===== src/rtl/birq_defines.vh =====
// Constants of the board interrupt and NMI gating block.
// Included by bare name; definitions only.
`ifndef BIRQ_DEFINES_VH
`define BIRQ_DEFINES_VH

// Register indices; byte address is four times the index
`define BIRQ_IDX_PCI_STATUS 32'h0040_0000
`define BIRQ_IDX_PCI_ENABLE 32'h0040_0002
`define BIRQ_IDX_EXT_STATUS 32'h0400_0004
`define BIRQ_IDX_EXT_ENABLE 32'h0040_0006
`define BIRQ_IDX_NMI_CTRL   32'h0400_0008
`define BIRQ_IDX_EVT_STATUS 32'h0400_0010
`define BIRQ_IDX_EVT_MASK   32'h0400_0012
`define BIRQ_IDX_SHIFT      2

// Field positions
`define BIRQ_PCI_LSB        8
`define BIRQ_PCI_MSB        11
`define BIRQ_EXT_LSB        8
`define BIRQ_EXT_MSB        12
`define BIRQ_EXT_CARRIER    8
`define BIRQ_EXT_RSVD_LO    9
`define BIRQ_EXT_RSVD_HI    10
`define BIRQ_EXT_BOARD_A    11
`define BIRQ_EXT_BOARD_B    12
`define BIRQ_NMI_LSB        8
`define BIRQ_NMI_MSB        10
`define BIRQ_NMI_BUS        8
`define BIRQ_NMI_ABORT      9
`define BIRQ_NMI_ROUTE      10
`define BIRQ_EVT_MSB        7

// Reset values
`define BIRQ_PCI_ENABLE_RST 4'h0
`define BIRQ_EXT_ENABLE_RST 5'h00
`define BIRQ_NMI_CTRL_RST   3'h0
`define BIRQ_EVT_MASK_RST   8'h00
`define BIRQ_PIN_IDLE_RST   12'hfff

`endif


===== src/rtl/birq_top.v =====
// Board interrupt gathering and NMI gating, APB register slave.
// Assumes all interrupt, NMI, switch and chip-select pins are asynchronous
// and active low; one clock pclk, asynchronous active-low reset presetn.
//
// What this block does
// [RULE_01] PCI status bits 11..8 show live INTD..INTA levels, low means requesting.
// [RULE_02] Reading PCI status clears nothing; the remote board releases its line.
// [RULE_03] PCI enable bits 11..8 writable, 1 accepts, 0 masks, reset 0.
// [RULE_04] Level interrupt asserts while a PCI status bit is 0 and enabled.
// [RULE_05] External status bits 12 and 11 show live board line levels.
// [RULE_06] External status bit 8 shows the serial carrier-detect level.
// [RULE_07] External status bits 10 and 9 always read 1.
// [RULE_08] External enable bits 12, 11, 8 gate their sources; software writes 0 to 10, 9.
// [RULE_09] Control bit 10 routes chip-select areas five and six to expansion bus.
// [RULE_10] Control bit 9 passes abort-switch presses to the NMI output.
// [RULE_11] Control bit 8 passes bus and emulator NMI requests to the NMI output.
// [RULE_12] Status registers are read-only; writes change nothing.
// [RULE_13] Level interrupt is the OR of all enabled PCI and external terms.
// [RULE_14] Unused bits ignore writes and read as a stable value.
`timescale 1ns/1ns
`include "birq_defines.vh"
module birq_top (
   input  wire        pclk,
   input  wire        presetn,
   input  wire        psel,
   input  wire        penable,
   input  wire        pwrite,
   input  wire [31:0] paddr,
   input  wire [31:0] pwdata,
   output wire        pready,
   output wire [31:0] prdata,
   output wire        pslverr,
   input  wire [3:0]  pci_irq_n,
   input  wire        board_irq_line_a_n,
   input  wire        board_irq_line_b_n,
   input  wire        serial_carrier_irq_n,
   input  wire        bus_nmi_input_n,
   input  wire        emulator_nmi_pin_n,
   input  wire        abort_switch_n,
   input  wire        chip_select_area_five_n,
   input  wire        chip_select_area_six_n,
   output wire        cpu_irq_level_line_n,
   output wire        cpu_nmi_req_n,
   output wire        exp_area_five_n,
   output wire        exp_area_six_n,
   output wire        cs_area_route_en,
   output wire        evt_irq
);
   // One synchroniser bit per input pin, chip selects included
   localparam NPIN = 12;

   // Synchronised pins
   wire [NPIN-1:0] pin_raw;
   wire [NPIN-1:0] pin_lvl;
   wire [3:0]      pci_lvl;
   wire            brd_a_lvl;
   wire            brd_b_lvl;
   wire            carrier_lvl;
   wire            bus_nmi_lvl;
   wire            emu_nmi_lvl;
   wire            abort_lvl;
   wire            cs5_lvl;
   wire            cs6_lvl;

   // Control registers
   reg  [3:0]  pci_irq_gate_ff;
   reg  [4:0]  ext_irq_gate_ff;
   reg  [2:0]  nmi_gate_ff;

   // Pin outputs
   reg         cpu_irq_level_line_n_ff;
   reg         cpu_nmi_req_n_ff;
   reg         exp_area_five_n_ff;
   reg         exp_area_six_n_ff;
   reg         cs_area_route_en_ff;

   // Edge history for event capture
   reg  [7:0]  evt_lvl_ff;

   // APB slave state
   reg         pready_ff;
   reg  [31:0] prdata_ff;
   reg         pslverr_ff;

   // Combinational terms
   wire        cs_area_route_en_w;
   wire        abort_nmi_enable;
   wire        bus_nmi_enable;
   wire [2:0]  ext_lvl;
   wire [2:0]  ext_gate_used;
   wire        nxt_irq;
   wire        nxt_nmi;
   wire [7:0]  evt_now;
   wire [7:0]  evt_pulse;
   wire [7:0]  evt_status;
   wire [7:0]  evt_mask;
   wire        access;
   wire        commit;
   wire        wr_commit;
   wire        mask_wr;
   wire [7:0]  evt_rd_clr;
   reg  [31:0] rd_word;
   reg         rd_hit;
   reg         sel_pci_enable;
   reg         sel_ext_enable;
   reg         sel_nmi_ctrl;
   reg         sel_evt_status;
   reg         sel_evt_mask;
   reg  [15:0] pci_word;
   reg  [15:0] ext_word;
   reg  [15:0] pci_en_word;
   reg  [15:0] ext_en_word;
   reg  [15:0] nmi_word;

   // Bit order here fixes the pin_lvl slices below
   assign pin_raw = {chip_select_area_six_n, chip_select_area_five_n,
                     abort_switch_n, emulator_nmi_pin_n, bus_nmi_input_n,
                     serial_carrier_irq_n, board_irq_line_b_n,
                     board_irq_line_a_n, pci_irq_n};

   birq_sync #(
      .W       (NPIN),
      .RST_VAL (`BIRQ_PIN_IDLE_RST)
   ) u_sync (
      .pclk    (pclk),
      .presetn (presetn),
      .d       (pin_raw),
      .q       (pin_lvl)
   );

   assign pci_lvl     = pin_lvl[3:0];
   assign brd_a_lvl   = pin_lvl[4];
   assign brd_b_lvl   = pin_lvl[5];
   assign carrier_lvl = pin_lvl[6];
   assign bus_nmi_lvl = pin_lvl[7];
   assign emu_nmi_lvl = pin_lvl[8];
   assign abort_lvl   = pin_lvl[9];
   assign cs5_lvl     = pin_lvl[10];
   assign cs6_lvl     = pin_lvl[11];

   assign cs_area_route_en_w = nmi_gate_ff[`BIRQ_NMI_ROUTE - `BIRQ_NMI_LSB];
   assign abort_nmi_enable   = nmi_gate_ff[`BIRQ_NMI_ABORT - `BIRQ_NMI_LSB];
   assign bus_nmi_enable     = nmi_gate_ff[`BIRQ_NMI_BUS - `BIRQ_NMI_LSB];

   // Reserved enable bits 10 and 9 are stored but gate nothing
   assign ext_lvl       = {brd_b_lvl, brd_a_lvl, carrier_lvl};
   assign ext_gate_used = {ext_irq_gate_ff[`BIRQ_EXT_BOARD_B - `BIRQ_EXT_LSB],
                           ext_irq_gate_ff[`BIRQ_EXT_BOARD_A - `BIRQ_EXT_LSB],
                           ext_irq_gate_ff[`BIRQ_EXT_CARRIER - `BIRQ_EXT_LSB]};

   assign nxt_irq = (|(~pci_lvl & pci_irq_gate_ff)) |  // RULE_04
                    (|(~ext_lvl & ext_gate_used));       // RULE_13

   // NMI leaves as a level; the host takes its falling edge,
   // so a request held low gives one NMI only
   assign nxt_nmi = (abort_nmi_enable & ~abort_lvl) |                    // RULE_10
                    (bus_nmi_enable & (~bus_nmi_lvl | ~emu_nmi_lvl));    // RULE_11

   // Events are falling edges of the request lines and abort presses
   assign evt_now   = {abort_lvl, brd_b_lvl, brd_a_lvl, carrier_lvl, pci_lvl};
   assign evt_pulse = evt_lvl_ff & ~evt_now;

   // APB: one wait state, data and ready both from flops
   assign access    = psel & penable;
   assign commit    = access & pready_ff;
   assign wr_commit = commit & pwrite & ~pslverr_ff;
   assign mask_wr   = wr_commit & sel_evt_mask;
   assign evt_rd_clr = (commit & ~pwrite & sel_evt_status) ? prdata_ff[7:0] : 8'h00;

   always @* begin
      pci_word    = 16'h0000;
      pci_word[`BIRQ_PCI_MSB:`BIRQ_PCI_LSB] = pci_lvl;  // RULE_01
      ext_word    = 16'h0000;
      ext_word[`BIRQ_EXT_BOARD_B] = brd_b_lvl;          // RULE_05
      ext_word[`BIRQ_EXT_BOARD_A] = brd_a_lvl;          // RULE_05
      ext_word[`BIRQ_EXT_CARRIER] = carrier_lvl;        // RULE_06
      ext_word[`BIRQ_EXT_RSVD_HI] = 1'b1;               // RULE_07
      ext_word[`BIRQ_EXT_RSVD_LO] = 1'b1;               // RULE_07
      pci_en_word = 16'h0000;
      pci_en_word[`BIRQ_PCI_MSB:`BIRQ_PCI_LSB] = pci_irq_gate_ff;
      ext_en_word = 16'h0000;
      ext_en_word[`BIRQ_EXT_MSB:`BIRQ_EXT_LSB] = ext_irq_gate_ff;
      nmi_word    = 16'h0000;
      nmi_word[`BIRQ_NMI_MSB:`BIRQ_NMI_LSB] = nmi_gate_ff;
   end

   // Address decode; unused bits read as zero
   always @* begin
      rd_word        = 32'h0000_0000;
      rd_hit         = 1'b1;
      sel_pci_enable = 1'b0;
      sel_ext_enable = 1'b0;
      sel_nmi_ctrl   = 1'b0;
      sel_evt_status = 1'b0;
      sel_evt_mask   = 1'b0;
      if (paddr == (`BIRQ_IDX_PCI_STATUS << `BIRQ_IDX_SHIFT)) begin
         rd_word = {16'h0000, pci_word};  // RULE_14
      end else if (paddr == (`BIRQ_IDX_PCI_ENABLE << `BIRQ_IDX_SHIFT)) begin
         rd_word        = {16'h0000, pci_en_word};
         sel_pci_enable = 1'b1;
      end else if (paddr == (`BIRQ_IDX_EXT_STATUS << `BIRQ_IDX_SHIFT)) begin
         rd_word = {16'h0000, ext_word};
      end else if (paddr == (`BIRQ_IDX_EXT_ENABLE << `BIRQ_IDX_SHIFT)) begin
         rd_word        = {16'h0000, ext_en_word};
         sel_ext_enable = 1'b1;
      end else if (paddr == (`BIRQ_IDX_NMI_CTRL << `BIRQ_IDX_SHIFT)) begin
         rd_word      = {16'h0000, nmi_word};
         sel_nmi_ctrl = 1'b1;
      end else if (paddr == (`BIRQ_IDX_EVT_STATUS << `BIRQ_IDX_SHIFT)) begin
         rd_word        = {24'h00_0000, evt_status};
         sel_evt_status = 1'b1;
      end else if (paddr == (`BIRQ_IDX_EVT_MASK << `BIRQ_IDX_SHIFT)) begin
         rd_word      = {24'h00_0000, evt_mask};
         sel_evt_mask = 1'b1;
      end else begin
         rd_hit = 1'b0;
      end
   end

   always @(posedge pclk or negedge presetn) begin
      if (!presetn) begin
         pready_ff  <= 1'b0;
         prdata_ff  <= 32'h0000_0000;
         pslverr_ff <= 1'b0;
      end else begin
         // Ready lasts one cycle; an access held past it is taken again two cycles later
         pready_ff  <= access & ~pready_ff;
         pslverr_ff <= access & ~pready_ff & ~rd_hit;
         if (access & ~pready_ff) begin
            // Snapshot is also the clear vector for the sticky events
            prdata_ff <= rd_word;  // RULE_02
         end else begin
            prdata_ff <= 32'h0000_0000;
         end
      end
   end

   // Status addresses have no write path
   always @(posedge pclk or negedge presetn) begin
      if (!presetn) begin
         pci_irq_gate_ff <= `BIRQ_PCI_ENABLE_RST;  // RULE_03
         ext_irq_gate_ff <= `BIRQ_EXT_ENABLE_RST;  // RULE_08
         nmi_gate_ff     <= `BIRQ_NMI_CTRL_RST;    // RULE_09
      end else if (wr_commit) begin              // RULE_12
         if (sel_pci_enable) begin
            pci_irq_gate_ff <= pwdata[`BIRQ_PCI_MSB:`BIRQ_PCI_LSB];  // RULE_03
         end
         // Reserved enable bits 10 and 9 are kept as written
         if (sel_ext_enable) begin
            ext_irq_gate_ff <= pwdata[`BIRQ_EXT_MSB:`BIRQ_EXT_LSB];  // RULE_08
         end
         if (sel_nmi_ctrl) begin
            nmi_gate_ff <= pwdata[`BIRQ_NMI_MSB:`BIRQ_NMI_LSB];
         end
      end
   end

   always @(posedge pclk or negedge presetn) begin
      if (!presetn) begin
         cpu_irq_level_line_n_ff <= 1'b1;
         cpu_nmi_req_n_ff        <= 1'b1;
         exp_area_five_n_ff      <= 1'b1;
         exp_area_six_n_ff       <= 1'b1;
         cs_area_route_en_ff     <= 1'b0;
         evt_lvl_ff              <= 8'hff;
      end else begin
         cpu_irq_level_line_n_ff <= ~nxt_irq;  // RULE_13
         cpu_nmi_req_n_ff        <= ~nxt_nmi;
         // Blocked selects stay idle high on the expansion bus
         exp_area_five_n_ff      <= cs5_lvl | ~cs_area_route_en_w;  // RULE_09
         exp_area_six_n_ff       <= cs6_lvl | ~cs_area_route_en_w;  // RULE_09
         cs_area_route_en_ff     <= cs_area_route_en_w;
         evt_lvl_ff              <= evt_now;
      end
   end

   // Event capture is extra to the level path and never feeds it
   birq_evt #(
      .W        (8),
      .MASK_RST (`BIRQ_EVT_MASK_RST)
   ) u_evt (
      .pclk       (pclk),
      .presetn    (presetn),
      .evt        (evt_pulse),
      .rd_clr     (evt_rd_clr),
      .mask_wr    (mask_wr),
      .mask_wdata (pwdata[7:0]),
      .status     (evt_status),
      .mask       (evt_mask),
      .irq        (evt_irq)
   );

   assign pready               = pready_ff;
   assign prdata               = prdata_ff;
   assign pslverr              = pslverr_ff;
   assign cpu_irq_level_line_n = cpu_irq_level_line_n_ff;
   assign cpu_nmi_req_n        = cpu_nmi_req_n_ff;
   assign exp_area_five_n      = exp_area_five_n_ff;
   assign exp_area_six_n       = exp_area_six_n_ff;
   assign cs_area_route_en     = cs_area_route_en_ff;
endmodule


===== src/rtl/birq_sync.v =====
// Two-stage synchroniser for a bundle of pin levels.
// Assumes the pins are asynchronous to pclk; stage one is read only by stage two.
`timescale 1ns/1ns
module birq_sync #(
   parameter          W       = 1,
   parameter [W-1:0]  RST_VAL = {W{1'b1}}
) (
   input  wire         pclk,
   input  wire         presetn,
   input  wire [W-1:0] d,
   output wire [W-1:0] q
);
   reg [W-1:0] meta_ff;
   reg [W-1:0] sync_ff;

   always @(posedge pclk or negedge presetn) begin
      if (!presetn) begin
         meta_ff <= RST_VAL;
         sync_ff <= RST_VAL;
      end else begin
         meta_ff <= d;
         sync_ff <= meta_ff;
      end
   end

   assign q = sync_ff;
endmodule


===== src/rtl/birq_evt.v =====
// Sticky event status with a mask and one level interrupt.
// Assumes one-cycle event pulses and a read-clear vector from the bus slave.
`timescale 1ns/1ns
module birq_evt #(
   parameter          W       = 8,
   parameter [W-1:0]  MASK_RST = {W{1'b0}}
) (
   input  wire         pclk,
   input  wire         presetn,
   input  wire [W-1:0] evt,
   input  wire [W-1:0] rd_clr,
   input  wire         mask_wr,
   input  wire [W-1:0] mask_wdata,
   output wire [W-1:0] status,
   output wire [W-1:0] mask,
   output wire         irq
);
   reg [W-1:0] status_ff;
   reg [W-1:0] mask_ff;
   reg         irq_ff;
   wire [W-1:0] nxt_status;

   // Set beats clear so an event landing on the read is kept
   assign nxt_status = (status_ff & ~rd_clr) | evt;

   always @(posedge pclk or negedge presetn) begin
      if (!presetn) begin
         status_ff <= {W{1'b0}};
         mask_ff   <= MASK_RST;
         irq_ff    <= 1'b0;
      end else begin
         status_ff <= nxt_status;
         if (mask_wr) begin
            mask_ff <= mask_wdata;
         end
         irq_ff <= |(nxt_status & (mask_wr ? mask_wdata : mask_ff));
      end
   end

   assign status = status_ff;
   assign mask   = mask_ff;
   assign irq    = irq_ff;
endmodule


===== config.mk =====
export PLATFORM = sky130hd
export DESIGN_NAME = birq_top
export DESIGN_NICKNAME = d
export VERILOG_FILES = /design/src/rtl/birq_top.v /design/src/rtl/birq_sync.v /design/src/rtl/birq_evt.v
export VERILOG_INCLUDE_DIRS = /design/src /design/src/rtl
export SDC_FILE = /design/constraint.sdc
export NUM_CORES = 1
export LEC_CHECK = 0
export BUFFER_PORTS_ARGS = -buffer_cell sky130_fd_sc_hd__buf_4
export CAP_MARGIN = 20
export CORE_MARGIN = 5
export CORE_UTILIZATION = 45
export CTS_CLUSTER_SIZE = 20
export DETAILED_ROUTE_END_ITERATION = 12
export PLACE_DENSITY = 0.71
export SYNTH_ARGS = -nofsm -noshare
export SYNTH_HDL_FRONTEND = slang
export SYNTH_HIERARCHICAL = 1
export SYNTH_SLANG_ARGS = --single-unit

===== constraint.sdc =====
create_clock -name pclk -period 2 [get_ports pclk]
set_input_delay 0.3 -clock pclk [delete_from_list [all_inputs] [get_ports pclk]]
set_output_delay 0.3 -clock pclk [all_outputs]
set_load 0.02 [all_outputs]

==> run_results.csv <==
group,metric,value,unit
setup_path,crit_fanout,8,
route,ant_nets,0,
status,violations,"setup timing",
grt,grt.total_usage,16.7,%
logic_synthesis,synth.area.top_cells,"dfrtp_1 (31%), dfstp_2 (26%), buf_4 (3.9%)",
place,placed_area,0.00451,mm²
logic_synthesis,post_synth_mux_area_share,9.27,%
pwr,irDropWorstVdd,0.000805,V
route,firstDrtPassIters,4,
route,via_count,2606,
pwr,finalPower,3.27,mW
logic_synthesis,synth_top_cell_area_share,31.1,%
pwr,p_clk_share,38.7,%
logic_synthesis,synth_top_family_by_area,"simple AND/OR/NAND/NOR gates",
timing,worst_clock_skew,0.00892,ns
cells_and_area,layout-drive-gt1-share,55.0,%
route,drc,0,
clocking,htree_levels,3,
job,cap_violations,0,
status,run_status,"finished with violations",
route,routed_wl,8250,µm
route,first_iter_violations,156,
setup_path,cp.required,2.24,ns
cells_and_area,finalNonFillerCells,515,
clocking,numCtsBuffers,9,
clocking,clk_pin_slew,0.08,ns
timing,fin_hold_ws,0.0498,ns
min_path,worstHoldEndpoint,"u_sync/meta_ff[7]",
die,rows,32,
pwr,p_seq_share,52.4,%
setup_path,reg2reg_slack,0.08,ns
timing,layout_setup_ws,-0.0345,ns
clocking,clockBufferDepth,2,
min_path,min_from,"bus_nmi_input_n",
setup_path,rr_endpoint,"u_evt/irq",
pwr,power_frac_comb,8.9,%
setup_path,r2r_cells,8,
logic_synthesis,avgSynthCellArea,12.6,µm²
logic_synthesis,ys_seq_area_share,57.3,%
timing,rsz0062_at_grt,"true",
route,post_drt_wl_per_cell,16.0,µm
timing,fin_tns_setup,-0.0345,ns
pwr,p_switching,0.738,mW
die,initial_utilization,46.6,%
die,boundaryPins,121,
logic_synthesis,ys_ff_latch,81,
clocking,clockRootBuffer,"clkbuf_8",
place,hpwl,6100,µm
grt,grt_max_degree,44,
grt,overflow,0,
logic_synthesis,ys.flop_type,"dfrtp_1",
die,core,0.00777,mm²
timing,slew_viol_final,0,
logic_synthesis,yosys.cell_types.count,53,
setup_path,r2r_start,"pready",
timing,hold_violations,0,
grt,grt_pass1_vias,2578,
setup_path,crit_arrival,2.28,ns
cells_and_area,n_fill_cell,640,
logic_synthesis,synth_xor_area_share,0,%
grt,grtUsageMet1,22.5,%
setup_path,path_class,"in2reg",
clocking,cts_tree,"yes",
timing,max_freq,492,MHz
logic_synthesis,synthesis.area,0.00362,mm²
grt,grt_pass1_wl,12900,µm
logic_synthesis,yosysTopAreaCell,"dfrtp_1",
logic_synthesis,syn-instance-count,288,
min_path,min-delay-path-class,"in2reg",
min_path,holdPathStages,1,
place,place_congestion,0.869,
pwr,intPower,2.54,mW
cells_and_area,finalInstanceArea,0.00487,mm²
route,vias_per_cell,5.06,
grt,use_met3,4.70,%
logic_synthesis,synth_compound_area_share,6.12,%
timing,fin_crit_sh,102,%
die,fp.dieW,99.7,µm
pwr,p_sw_share,22.5,%
cells_and_area,diodes,0,
grt,busiest_layer,"met2",
logic_synthesis,synthArstFlopShare,100,%
clocking,cts.sinks,81,
logic_synthesis,synth_edf_count,0,
cells_and_area,final_nets,489,
die,dieArea,0.00993,mm²
grt,use_met2,25.9,%
timing,period_minus_slack,2.03,ns
logic_synthesis,yosys_warnings,6,
timing,setup_violations,1,
die,die_h,99.7,µm
logic_synthesis,yosys.area_share.simple,21.6,%
place,numPortBuffers,82,
place,dpl.cell_count,493,
pwr,p_per_area,672,mW/mm²
cells_and_area,area_growth,34.5,%
setup_path,crit_path_start_kind,"input port",
grt,antenna_found_initial,0,
pwr,leakagePower,2.19,nW
logic_synthesis,synth_fa_ha_area_share,0,%
setup_path,end_kind,"register",
clocking,worstSkewPairLatency,0.35,ns
==> cell families after synthesis <==
family	Yosys count
other	1
AND/OR/NAND/NOR	112
AO/OA/AOI/OAI	33
multiplexers	28
flip-flops	81
buffers and inverters	33
==> cells in the final DEF, fill, tap and decap left out, drive strengths merged, types with 2 or more instances in the layout <==
cell    instances
buf           113
mux2           20
nand2           5
inv            10
nor2           13
and2           10
or4             2
a21oi           4
nor2b          21
nand4           8
nand2b          3
nor4            9
a22o            2
a221oi          2
and3            3
dfstp          36
or2            10
nand3           7
o21ai          13
dfrtp          45
nor3b           2
conb           19
a211oi          2
mux2i           8
nor3            8
nor4b           4
clkinv          4
clkbuf          9
bufinv          2
and4            2
o22ai           6
==> cell usage after synthesis, drive strengths merged (2+ instances only) <==
cell type	number
a211oi	2
a21oi	4
a221oi	2
a22o	2
and2	10
and3	3
and4	2
buf	20
clkbuf	3
dfrtp	45
dfstp	36
inv	10
mux2	20
mux2i	8
nand2	5
nand2b	3
nand3	7
nand4	8
nor2	13
nor2b	21
nor3	8
nor3b	2
nor4	9
nor4b	4
o21ai	13
o22ai	6
or2	10
or4	2
==> metal layers <==
| layer | wire length (µm) | share of wire, % |
|---|---|---|
| met5 | 0 | 0 |
| met4 | 146 | 1.8 |
| met3 | 533 | 6.5 |
| met2 | 4090 | 50 |
| met1 | 3480 | 42 |
==> area by class of cell <==
| class | count | area, µm² | area share (%) |
|---|---|---|---|
| Clock buffer | 9 | 124 | 2.54 |
| Clock inverter | 7 | 95.1 | 1.95 |
| Inverter | 10 | 37.5 | 0.771 |
| Multi-Input combinational cell | 192 | 1500 | 30.8 |
| Sequential cell | 81 | 2070 | 42.6 |
| Tap cell | 102 | 128 | 2.62 |
| Timing Repair Buffer | 114 | 910 | 18.7 |
==> through the flow <==
step	util, %	worst slack, ns
floorplan	-	-0.348
global placement	58.1	-0.434
detailed placement	58.1	-0.443
CTS	61.4	0.00183
global route	62.7	-0.112
finish	62.7	-0.0345
==> worst max-delay path, stage by stage <==
cell	delay, ns
buf_8	0.10
nor4_4	0.25
buf_4	0.15
and4_4	0.20
nor3b_2	0.19
and3b_2	0.23
buf_12	0.14
mux2_4	0.31
o21ai_2	0.06
nand4_1	0.11
or2_1	0.24
==> power groups by stage <==
stage | logic [mW] | registers [mW] | clock network, mW
after floorplan | 0.112 | 1.74 | 0
after global placement | 0.267 | 1.74 | 0
after detailed placement | 0.273 | 1.75 | 0
after CTS | 0.277 | 1.72 | 1.31
after global routing | 0.318 | 1.72 | 1.38
final | 0.292 | 1.72 | 1.27
==> worst max path at each step <==
stage	depth (start not counted)	slack, ns	endpoint	start
2_1_floorplan	9	-0.35	u_evt/irq	paddr[17]
3_3_place_gp	11	-0.43	u_evt/irq	paddr[12]
3_5_place_dp	11	-0.44	u_evt/irq	paddr[12]
4_1_cts	11	0.002	u_evt/irq	paddr[12]
5_1_grt	10	-0.11	u_evt/irq	paddr[24]
6_report	11	-0.03	u_evt/irq	paddr[7]
==> sequential cells by signal, summed over array words and instances, names as in the netlist <==
register	count
prdata	13
u_sync/meta_ff	12
u_sync/q	12
evt_lvl_ff	8
u_evt/mask	8
u_evt/status	8
ext_irq_gate_ff	5
pci_irq_gate_ff	4
nmi_gate_ff	3
cpu_irq_level_line_n	1
cpu_nmi_req_n	1
cs_area_route_en	1
exp_area_five_n	1
exp_area_six_n	1
pready	1
pslverr	1
u_evt/irq	1
==> timing repair <==
item | in CTS | in global routing
endpoints found under the setup margin | 1 | 1
endpoints found under the hold margin | 30 | 0
setup buffers | 2 | 3
gates resized for setup | 3 | 16
hold buffers | 1 | 0
pin swaps | 1 | 7
No activity file was read; power rests on OpenSTA's default activity.
